`src/rtl/cfg_bank_pkg.sv`:
```
// constants shared by the serial configuration register bank
package cfg_bank_pkg;
  localparam int FRAME_BITS = 20;
  localparam logic [7:0] ADDR_POWER = 8'h04;
  localparam logic [7:0] ADDR_UNLOCK = 8'h05;
  localparam logic [7:0] ADDR_LANE = 8'h0D;
  localparam logic [7:0] ADDR_FORMAT = 8'h11;
  localparam logic [7:0] ADDR_REFSRC = 8'h20;
  localparam logic [7:0] ADDR_DAC_A_LO = 8'h24;
  localparam logic [7:0] ADDR_DAC_A_HI = 8'h25;
  localparam logic [7:0] ADDR_DAC_B_LO = 8'h26;
  localparam logic [7:0] ADDR_DAC_B_HI = 8'h27;
  localparam logic [7:0] ADDR_INPUT = 8'h28;
  localparam logic [7:0] REG_RESET = 8'h00;
  localparam logic [7:0] POWER_MASK = 8'h06;
  localparam logic [7:0] UNLOCK_MASK = 8'h0F;
  localparam logic [7:0] BIT0_MASK = 8'h01;
  localparam logic [7:0] FULL_MASK = 8'hFF;
  localparam logic [3:0] UNLOCK_PATTERN = 4'h9;
  localparam int PARTIAL_PD_BIT = 2;
  localparam int FULL_PD_BIT = 1;
  localparam logic [3:0] OP_NOP = 4'h0;
  localparam logic [3:0] OP_WRITE = 4'h1;
  localparam logic [3:0] OP_READ = 4'h2;
  localparam logic [3:0] OP_SET = 4'h3;
  localparam logic [3:0] OP_CLEAR = 4'h4;
  localparam logic [4:0] CNT_FULL = 5'h14;
  localparam logic [2:0] SYNC_RESET = 3'h0;
endpackage

```
`src/rtl/cfg_bank.sv`:
```
// serial-programmed configuration register bank of a dual converter
`timescale 1ns/1ps
`default_nettype none
// How it works
// (RULE1) host leaves unlisted addresses alone
// (RULE2) power and unlock registers at 4h, 5h
// (RULE3) lane, format, reference at Dh, 11h, 20h
// (RULE4) reference dac bytes at 24h to 27h
// (RULE5) analog input setup at 28h
// (RULE6) every register resets to zero
// (RULE7) power bit 2 gives partial power-down
// (RULE8) power bit 1 gives full power-down
// (RULE9) key 1001 in bits 3-0 unlocks power
// (RULE10) locked power register ignores all writes
// (RULE11) reserved addresses read zero, ignore writes
// (RULE12) opcode nibble selects nop/write/read/set/clear
// (RULE13) last 20 bits decoded at select rise
// (RULE14) read data leaves lane a next frame
// (RULE15) host writes key before power bits
module cfg_bank
  import cfg_bank_pkg::*;
(
  input wire logic clk_sys_i,
  input wire logic rstn_i,
  input wire logic cs_n_i,
  input wire logic sclk_i,
  input wire logic sdi_i,
  output logic serial_out_lane_a_o,
  output logic serial_out_lane_a_oe_n_o,
  output logic partial_power_down_o,
  output logic full_power_down_o,
  output logic [7:0] serial_out_lane_select_o,
  output logic [7:0] output_format_select_o,
  output logic [7:0] reference_source_select_o,
  output logic [8:0] ref_dac_a_o,
  output logic [8:0] ref_dac_b_o,
  output logic [7:0] analog_input_setup_o
);
  localparam int NREG = 10;
  localparam logic [7:0] ADDRS [NREG] = '{ADDR_POWER, ADDR_UNLOCK, ADDR_LANE,
    ADDR_FORMAT, ADDR_REFSRC, ADDR_DAC_A_LO, ADDR_DAC_A_HI, ADDR_DAC_B_LO,
    ADDR_DAC_B_HI, ADDR_INPUT};
  // writable bits per register; all else reads zero
  localparam logic [7:0] MASKS [NREG] = '{POWER_MASK, UNLOCK_MASK, BIT0_MASK,
    BIT0_MASK, BIT0_MASK, FULL_MASK, BIT0_MASK, FULL_MASK, BIT0_MASK, FULL_MASK};

  typedef struct packed {
    logic [NREG-1:0][7:0] regs;
    logic [FRAME_BITS-1:0] shift;
    logic [4:0] count;
    logic [7:0] out_shift;
    logic read_pending;
    logic [7:0] read_data;
    logic sclk_q;
    logic cs_q;
    logic sdo;
    logic oe_n;
  } bank_state_t;
  bank_state_t st, next_st;

  logic cs_n_s;
  logic sclk_s;
  logic sdi_s;
  pin_sync u_cs (
    .clk_sys_i(clk_sys_i),
    .rstn_i(rstn_i),
    .pin_i(cs_n_i),
    .level_o(cs_n_s)
  );
  pin_sync u_sclk (
    .clk_sys_i(clk_sys_i),
    .rstn_i(rstn_i),
    .pin_i(sclk_i),
    .level_o(sclk_s)
  );
  pin_sync u_sdi (
    .clk_sys_i(clk_sys_i),
    .rstn_i(rstn_i),
    .pin_i(sdi_i),
    .level_o(sdi_s)
  );

  logic [NREG-1:0] hit;
  logic [3:0] opcode;
  logic [7:0] addr;
  logic [7:0] data;
  logic unlocked;
  logic sclk_rise;
  logic sclk_fall;
  logic cs_rise;
  logic cs_fall;

  assign opcode = st.shift[19:16]; // RULE12
  assign addr = st.shift[15:8];
  assign data = st.shift[7:0];
  assign unlocked = (st.regs[1][3:0] == UNLOCK_PATTERN); // RULE9
  assign sclk_rise = sclk_s && !st.sclk_q;
  assign sclk_fall = !sclk_s && st.sclk_q;
  assign cs_rise = cs_n_s && !st.cs_q;
  assign cs_fall = !cs_n_s && st.cs_q;

  genvar g;
  generate
    for (g = 0; g < NREG; g++) begin : g_dec
      assign hit[g] = (addr == ADDRS[g]); // RULE2 RULE3 RULE4 RULE5
    end
  endgenerate

  always_comb begin
    logic [7:0] cur;
    logic [7:0] rd;
    cur = '0;
    rd = '0;
    next_st = st;
    next_st.sclk_q = sclk_s;
    next_st.cs_q = cs_n_s;
    // sdi sampled on sclk rise, lane a changes on sclk fall
    if (!cs_n_s && sclk_rise) begin
      next_st.shift = {st.shift[FRAME_BITS-2:0], sdi_s}; // RULE13
      if (st.count != CNT_FULL) begin
        next_st.count = st.count + 5'd1;
      end
    end
    if (cs_fall) begin
      next_st.count = '0;
      next_st.oe_n = 1'b0;
      // read answer goes first on lane a; zero otherwise
      next_st.sdo = st.read_pending ? st.read_data[7] : 1'b0; // RULE14
      next_st.out_shift = st.read_pending ? {st.read_data[6:0], 1'b0} : '0;
      next_st.read_pending = 1'b0;
    end else if (!cs_n_s && sclk_fall) begin
      next_st.sdo = st.out_shift[7];
      next_st.out_shift = {st.out_shift[6:0], 1'b0};
    end
    if (cs_rise) begin
      next_st.oe_n = 1'b1;
      // short frames are thrown away whole
      if (st.count == CNT_FULL) begin // RULE13
        for (int i = 0; i < NREG; i++) begin
          if (hit[i]) begin
            cur = st.regs[i];
            rd = st.regs[i];
            // power register needs the key; others always writable
            if (i != 0 || unlocked) begin // RULE10 RULE15
              case (opcode)
                OP_WRITE: cur = data;
                OP_SET: cur = st.regs[i] | data;
                OP_CLEAR: cur = st.regs[i] & ~data; // clear_masked_cmd
                default: cur = st.regs[i];
              endcase
            end
            next_st.regs[i] = cur & MASKS[i]; // RULE9 RULE10
          end
        end
        // unmapped addresses fall out with rd zero
        if (opcode == OP_READ) begin // RULE11 RULE14
          next_st.read_pending = 1'b1;
          next_st.read_data = rd;
        end
      end
    end
  end

  always_ff @(posedge clk_sys_i) begin
    if (!rstn_i) begin
      st <= '0; // RULE6
      st.sclk_q <= 1'b0;
      // the synchroniser also resets low, so an idle select gives no false fall
      st.cs_q <= 1'b0;
      st.oe_n <= 1'b1;
    end else begin
      st <= next_st;
    end
  end

  assign serial_out_lane_a_o = st.sdo;
  assign serial_out_lane_a_oe_n_o = st.oe_n;
  assign partial_power_down_o = st.regs[0][PARTIAL_PD_BIT]; // RULE7
  assign full_power_down_o = st.regs[0][FULL_PD_BIT]; // RULE8
  assign serial_out_lane_select_o = st.regs[2];
  assign output_format_select_o = st.regs[3];
  assign reference_source_select_o = st.regs[4];
  assign ref_dac_a_o = {st.regs[6][0], st.regs[5]};
  assign ref_dac_b_o = {st.regs[8][0], st.regs[7]};
  assign analog_input_setup_o = st.regs[9];
endmodule
`default_nettype wire

```
`src/rtl/pin_sync.sv`:
```
// three-stage synchroniser with agreement between the last two stages
`timescale 1ns/1ps
`default_nettype none
module pin_sync
  import cfg_bank_pkg::*;
(
  input wire logic clk_sys_i,
  input wire logic rstn_i,
  input wire logic pin_i,
  output logic level_o
);
  typedef struct packed {
    logic [2:0] stage;
    logic level;
  } sync_state_t;
  sync_state_t st, next_st;
  // the first stage is read only by the second one
  always_comb begin
    next_st = st;
    next_st.stage = {st.stage[1:0], pin_i};
    if (st.stage[1] == st.stage[2]) begin
      next_st.level = st.stage[2];
    end
  end
  always_ff @(posedge clk_sys_i) begin
    if (!rstn_i) begin
      st <= '{stage: SYNC_RESET, level: 1'b0};
    end else begin
      st <= next_st;
    end
  end
  assign level_o = st.level;
endmodule
`default_nettype wire
```
`config.mk`:
```
export PLATFORM = sky130hd
export DESIGN_NAME = cfg_bank
export DESIGN_NICKNAME = d
export VERILOG_FILES = /design/src/rtl/cfg_bank_pkg.sv /design/src/rtl/cfg_bank.sv /design/src/rtl/pin_sync.sv
export SDC_FILE = /design/constraint.sdc
export NUM_CORES = 1
export LEC_CHECK = 0
export BUFFER_PORTS_ARGS = -buffer_cell sky130_fd_sc_hd__buf_4
export CAP_MARGIN = 20
export CORE_ASPECT_RATIO = 1.2
export CORE_MARGIN = 4
export CORE_UTILIZATION = 40
export DETAILED_ROUTE_END_ITERATION = 10
export GPL_TIMING_DRIVEN = 0
export HOLD_SLACK_MARGIN = 0.05
export PLACE_DENSITY = 0.64
export REMOVE_ABC_BUFFERS = 1
export SETUP_SLACK_MARGIN = 0.3
export SYNTH_ARGS = -nofsm -noshare
export SYNTH_HDL_FRONTEND = slang
export SYNTH_SLANG_ARGS = --single-unit
```
`constraint.sdc`:
```
create_clock -name clk_sys_i -period 4 [get_ports clk_sys_i]
set_input_delay 0.4 -clock clk_sys_i [delete_from_list [all_inputs] [get_ports clk_sys_i]]
set_output_delay 0.4 -clock clk_sys_i [all_outputs]
set_load 0.1 [all_outputs]
```
==> summary.txt, run 1 <==
Timing
  – Post-route setup TNS: 0 ns
  – Max-slew violation count: 0
  – Slew @ Worst Pin: roughly 1.0 ns
  – Post-layout minimum cycle time: about 2.9 ns
  – Clk_skew: between 0.01 and 0.015 ns
  – Final Hold Vio Count: 0
  – Period utilization: 0.7169
  – RSZ-0062 raised after global routing: false
  – Maximum clock rate: roughly 350 MHz
  – Rel. slew slack: 0.2940
  – # setup viols final: 0

Route
  – Wire per inst: between 15 and 20 um
  – Via count of the routed design: just over 4000
  – DRT iter0 DRCs: 407
  – Detailed-route DRC error count: 0
  – Final antenna-violating net count: 0
  – First-pass DRT Iterations: 5
  – Routed WL: roughly 12 mm
  – Detailed-route vias per instance: 5.697

Global route
  – Initial antenna violation count: 0
  – GRT overflow: 0
  – GRT Util Overall: 0.1824
  – Vias in the first global route: 3838
  – Largest net degree at the start of global routing: 54
  – First-pass GRT wire length: between 20 and 25 mm

Setup path
  – Slowest-stage cell, CP: a2111oi_0
  – CP arrival: approximately 3.1 ns
  – Setup crit start kind: register
  – Worst R2R Start: addr[2]
  – Crit-path max cell delay: just over 0.9 ns
  – Worst path bufs/invs: 0
  – Kind of cell adding the most delay to the critical path: compound AO/OA/AOI/OAI gates
  – Setup crit end kind: register
  – WP data required: ~4.3 ns
  – Setup slack, reg-to-reg: 1.13 ns
  – Crit path kind: register to register
  – R2R cell count: 4
  – Worst-path cell chain: or3b_2 -> a2111oi_0 -> nand3_1 -> o21ai_0
  – Reg-to-Reg End: ref_dac_a_o[3]
  – Worst-path maximum fanout: 17

Flow run
  – Max-cap violations: 0

Synth
  – Yosys cell types: 76
  – Synth top area share: 0.3835
  – Cells after Synth: 573
  – Post-synth EDFFs: 0
  – Register area share after synthesis: 0.3835
  – FFs w/ async S/R, synth: 0
  – Synthesized area: approximately 0.0048 sq mm
  – Largest cells by area after synthesis: dfxtp_1, buf_4, nand2_1
  – Yosys warning count: 0
  – Synth Register Bits: 92
  – Area leader, netlist: dfxtp_1
  – Post-synth top flop: dfxtp_1
  – Synth Area per Inst: 8.381 sq um

Die
  – Core box area: roughly 0.012 sq mm
  – I/O pins: just under 60
  – Row cnt: 43
  – DIE WIDTH: approximately 110 um
  – Starting density of the core: 0.4113
  – Full die area: ~0.014 sq mm
  – Die Ht: around 130 um

Placed design
  – Routability cong.: 0.8836
  – Port-buffer cells: 37
  – Final HPWL DP: about 8.4 mm

Clock network
  – Clk Tree Root Cell: clkbuf_16
  – CTS clk-pin slew, worst paths: about 0.06 ns
  – CTS Buf Count: 9
  – CTS Sinks: 92
  – Htree depth: 3
  – Hold-fix buffers, CTS: 0
  – CTS tree: done
  – Skew-Pair Late Insertion Delay: around 0.35 ns
  – CTS max path bufs: 2
  – Post_cts resized: 0
  – Post-CTS Setup Bufs: 0

Finish
  – Register area: 0.001842 sq mm
  – Layout net count: 557
  – Filler instances: 1147
  – Share of layout cells above drive strength 1: 0.1514
  – Area growth syn-to-layout: 7.191%
  – # diodes: 0
  – Area of the multi-input gates: roughly 0.0024 sq mm

Pwr
  – VDD IR max: about 0.00021 V
  – Design Power: between 1.5 and 2 mW
  – Leakage Power: roughly 1.8 nW
  – PD cells: about 380 mW/mm^2

Min path
  – Hold EP: u_sclk.next_st[2]
  – Hold path depth: 2
  – Hold WC Path Type: input pin to register
  – Hold wc startpoint: sclk_i

Run status
  – Status: completed
## layout make-up
cell class                 instances  area share
clock buffer                      13     0.05056
multi-input combinational        396      0.4737
sequential                        92      0.3578
tap                              157     0.03816
inverter                          12    0.008751
clock inverter                     3     0.01337
timing repair buffer              39     0.05761
## Yosys cell counts, drive strengths merged, types with 3 or more instances
master,number
nand3,14
nand4,7
mux2,7
nand2b,6
o21ai,20
a21oi,41
a32o,5
a31oi,16
nor4b,4
nor4,4
or3b,5
nor3b,4
a22o,4
nor3,9
buf,64
a31o,3
or4b,4
clkbuf,29
nor2,36
o311ai,14
a211oi,19
xor2,4
nand2,78
inv,12
and3,8
nand3b,5
and2,16
dfxtp,92
## where the power goes
part | switching, mW | internal (mW) | total [mW] | leakage [nW]
Clock | 0.354 | 0.583 | 0.938 | 0.160
Combinational | 0.106 | 0.00577 | 0.112 | 0.882
Sequential | 0.00164 | 0.920 | 0.922 | 0.742
Total | 0.462 | 1.51 | 1.97 | 1.78
## cells in the final DEF (no fill, tap or decap), types with 7 or more instances in the layout
cell type  count
nand2_1       78
o311ai_0      10
inv_1         11
and3_1         8
o21ai_1        7
a21oi_1       41
nor3_1         8
dfxtp_1       92
a31oi_1       16
o21ai_0       13
conb_1        21
buf_4         38
and2_1        16
nand3_1       14
clkbuf_16      9
nor2_1        36
a211oi_1      18
## state kept, by name, summed over array words and instances (netlist names)
signal                     count
u_cs.level_o                   1
ref_dac_a_o                    9
analog_input_setup_o           8
u_sclk.st                      1
addr                           8
reference_source_select_o      1
u_cs.next_st                   2
partial_power_down_o           1
data                           8
st                            27
output_format_select_o         1
u_sclk.level_o                 1
u_sdi.st                       1
serial_out_lane_select_o       1
u_sdi.level_o                  1
u_sdi.next_st                  2
full_power_down_o              1
ref_dac_b_o                    9
serial_out_lane_a_oe_n_o       1
u_cs.st                        1
u_sclk.next_st                 2
opcode                         4
serial_out_lane_a_o            1
## logic make-up after synthesis
| group | count (synthesis) | synth area share |
|---|---|---|
| flops | 92 | 0.3835 |
| simple gates | 215 | 0.2436 |
| fa+ha+maj | 2 | 0.005210 |
| xor+xnor | 5 | 0.009119 |
| buf+inv | 105 | 0.1266 |
| mux | 7 | 0.01641 |
| other cells | 1 | 0.0007809 |
| compound gates | 146 | 0.2147 |
## per-stage QoR
step                std cells  cell area [sq um]    util  setup WS, ns  hold WS (ns)
finish                    712               5147  0.4409         1.132        0.2565
floorplan                 500               4314       -         1.410        0.4118
global placement          694               4788  0.4101        0.1199        0.4137
CTS                       712               5147  0.4409         1.173        0.2511
detailed placement        696               4818  0.4127         1.204        0.4265
global route              712               5147  0.4409         1.035        0.2587
## worst max path at each step
stage,startpoint,to,cells past startpoint
floorplan,addr[5],analog_input_setup_o[1],4
global placement,addr[5],analog_input_setup_o[0],4
detailed placement,addr[2],ref_dac_a_o[3],4
CTS,addr[2],ref_dac_a_o[3],4
global route,addr[3],analog_input_setup_o[2],4
finish,addr[2],ref_dac_a_o[3],4
## worst reg2reg max path: cells and delay by family, from the launching register on
family	cells	cell delay [ns]
AO/OA/AOI/OAI	2	1.17
AND/OR/NAND/NOR	2	0.88
flip-flops	1	0.73
## routing by layer
layer  routed length (um)  vias up  global-route usage
met3                  726       24             0.02972
li1                     -     1938                   -
met1                 5507     1934              0.2358
met4                  313        0             0.07875
met2                 5924      160              0.2998
met5                    0        -                   0
Power figures use the tool's default switching activity.
==> inputs of run 2 (changes only) <==
==> constraint.sdc (replaced) <==
create_clock -name clk_sys_i -period 2.65 [get_ports clk_sys_i]
set_input_delay 0.265 -clock clk_sys_i [delete_from_list [all_inputs] [get_ports clk_sys_i]]
set_output_delay 0.265 -clock clk_sys_i [all_outputs]
set_load 0.1 [all_outputs]
==> summary.txt, run 2 (synthesis results as in run 1) <==
Global route
  – Met3 GRT Util: 0.03275
  – Vias in the first global route: about 4000
  – Initial antenna violation count: 0
  – Busiest grt layer: met2
  – Largest net degree at the start of global routing: between 50 and 60
  – GR Layer Usage met1: 0.2408
  – Met2 Use GR: 0.2958
  – GRT overflow: 0
  – First-pass GRT wire length: ~20 mm
  – GRT Util Overall: 0.1847

Route
  – Detailed-route vias per instance: between 5 and 6
  – DRT iter0 DRCs: 394
  – Routed WL: 12.59 mm
  – Wire per inst: approximately 17 um
  – Final antenna-violating net count: 0
  – Via count of the routed design: between 4000 and 5000
  – First-pass DRT Iterations: 5
  – Detailed-route DRC error count: 0

Timing
  – RSZ-0062 raised after global routing: false
  – Rel. slew slack: 0.3096
  – Clk_skew: 0.009057 ns
  – Final Hold Vio Count: 0
  – Maximum clock rate: between 400 and 500 MHz
  – # setup viols final: 0
  – Worst hold slack: ~0.12 ns
  – Period utilization: 0.8429
  – Max-slew violation count: 0
  – Post-route setup TNS: 0 ns
  – Slew @ Worst Pin: about 1.0 ns
  – Post-layout minimum cycle time: ~2.2 ns

Setup path
  – WP data required: around 3 ns
  – Reg-to-Reg End: ref_dac_a_o[3]
  – Setup crit end kind: register
  – Worst-path maximum fanout: 17
  – R2R cell count: 4
  – CP arrival: 2.50 ns
  – Setup slack, reg-to-reg: between 0.4 and 0.5 ns
  – Crit path kind: register to register
  – Worst R2R Start: addr[2]
  – Setup crit start kind: register

Placed design
  – Final HPWL DP: approximately 8.4 mm
  – Cell area after placement: 0.004818 sq mm
  – Routability cong.: approximately 0.9
  – Cells after DPL: 696
  – Port-buffer cells: 37

Pwr
  – Sw frac: 0.2346
  – VDD IR max: roughly 0.00032 V
  – PD cells: 565.3 mW/mm^2
  – NetSw: 0.6982 mW
  – Flop pwr share: 0.467
  – Leakage Power: around 1.9 nW
  – Clock power share: 0.476
  – P_int: approximately 2.3 mW
  – Logic pwr share: 0.057
  – Design Power: 2.976 mW

Finish
  – Commonest non-fill, non-tap cell in the layout: dfxtp_1
  – Largest reg by FF count: st
  – Post-route insts no fill: about 720
  – Layout net count: about 570
  – Post-route design area: approximately 0.0053 sq mm
  – Max reg flops: 27
  – Area growth syn-to-layout: 9.640%
  – Filler instances: 1131
  – Share of layout cells above drive strength 1: 0.1738
  – # diodes: 0
  – Most frequent cells in the layout: dfxtp_1, nand2_1, buf_4

Die
  – Row cnt: 43
  – Core box area: approximately 0.012 sq mm
  – Die Ht: 128.0 um
  – I/O pins: 59
  – Full die area: between 0.01 and 0.015 sq mm
  – Starting density of the core: 0.4113
  – DIE WIDTH: 108.0 um

Clock network
  – Hold-fix buffers, CTS: 0
  – CTS clk-pin slew, worst paths: ~0.070 ns
  – CTS Sinks: 92
  – Clk Tree Root Cell: clkbuf_16
  – CTS Buf Count: 9
  – Htree depth: 3
  – Skew-Pair Late Insertion Delay: roughly 0.35 ns
  – CTS max path bufs: 2
  – CTS tree: done

Min path
  – Hold path depth: 2
  – Hold EP: u_sclk.next_st[2]
  – Hold WC Path Type: input pin to register
  – Hold wc startpoint: sclk_i

Flow run
  – Max-cap violations: 0

Run status
  – Status: completed
## run 2: cell count changes in the layout (fill, tap and decap cells not counted), sizes merged
cell,change
buf,+9
## run 2: how the worst max path moves through the flow
stage,start,to
finish,addr[2],ref_dac_a_o[3]
global route,addr[0],output_format_select_o[0]
CTS,addr[5],ref_dac_a_o[3]
detailed placement,addr[2],ref_dac_a_o[3]
global placement,addr[5],analog_input_setup_o[0]
floorplan,addr[5],analog_input_setup_o[1]
## run 2: power groups by stage
stage	sequential, mW	combinational (mW)	clock [mW]
after floorplan	1.42	0.144	0
after global placement	1.42	0.166	0
after detailed placement	1.42	0.167	0
after CTS	1.39	0.168	1.43
after global routing	1.39	0.174	1.49
final	1.39	0.169	1.42
## run 2: critical path, stage by stage, from the launching register on
cell	delay (ns)
dfxtp_2	0.55
or3b_2	0.49
a2111oi_2	0.55
nand3_1	0.32
o21ai_0	0.23
## run 2: repair_timing
action / 4_1_cts / 5_1_grt
buffers inserted: 3 / 6
pin swaps: 2 / 3
endpoints found under the setup margin: 30 / 22
cloned: 0 / 0
resized for setup: 7 / 4
## run 2: area by class of cell
| cell class | count | area [sq um] | area share |
|---|---|---|---|
| Clock inverter | 3 | 68.82 | 0.01307 |
| Timing Repair Buffer | 48 | 364.1 | 0.06915 |
| Inverter | 12 | 45.04 | 0.008555 |
| Sequential cell | 92 | 1843 | 0.3500 |
| Multi-Input combinational cell | 396 | 2487 | 0.4724 |
| Clock buffer | 13 | 260.3 | 0.04943 |
| Tap cell | 157 | 196.4 | 0.03731 |
## run 2: per-layer routing
metal | share of wire | vias up
li1 | - | 1953
met1 | 0.43 | 1972
met2 | 0.48 | 173
met3 | 0.067 | 28
met4 | 0.029 | 0
met5 | 0 | -
## run 2: metrics by stage
| step | utilization | setup slack [ns] |
|---|---|---|
| floorplan | - | 0.06041 |
| global placement | 0.4101 | -1.230 |
| detailed placement | 0.4127 | -0.1456 |
| CTS | 0.4457 | 0.3068 |
| global route | 0.4510 | 0.3066 |
| finish | 0.4510 | 0.4164 |
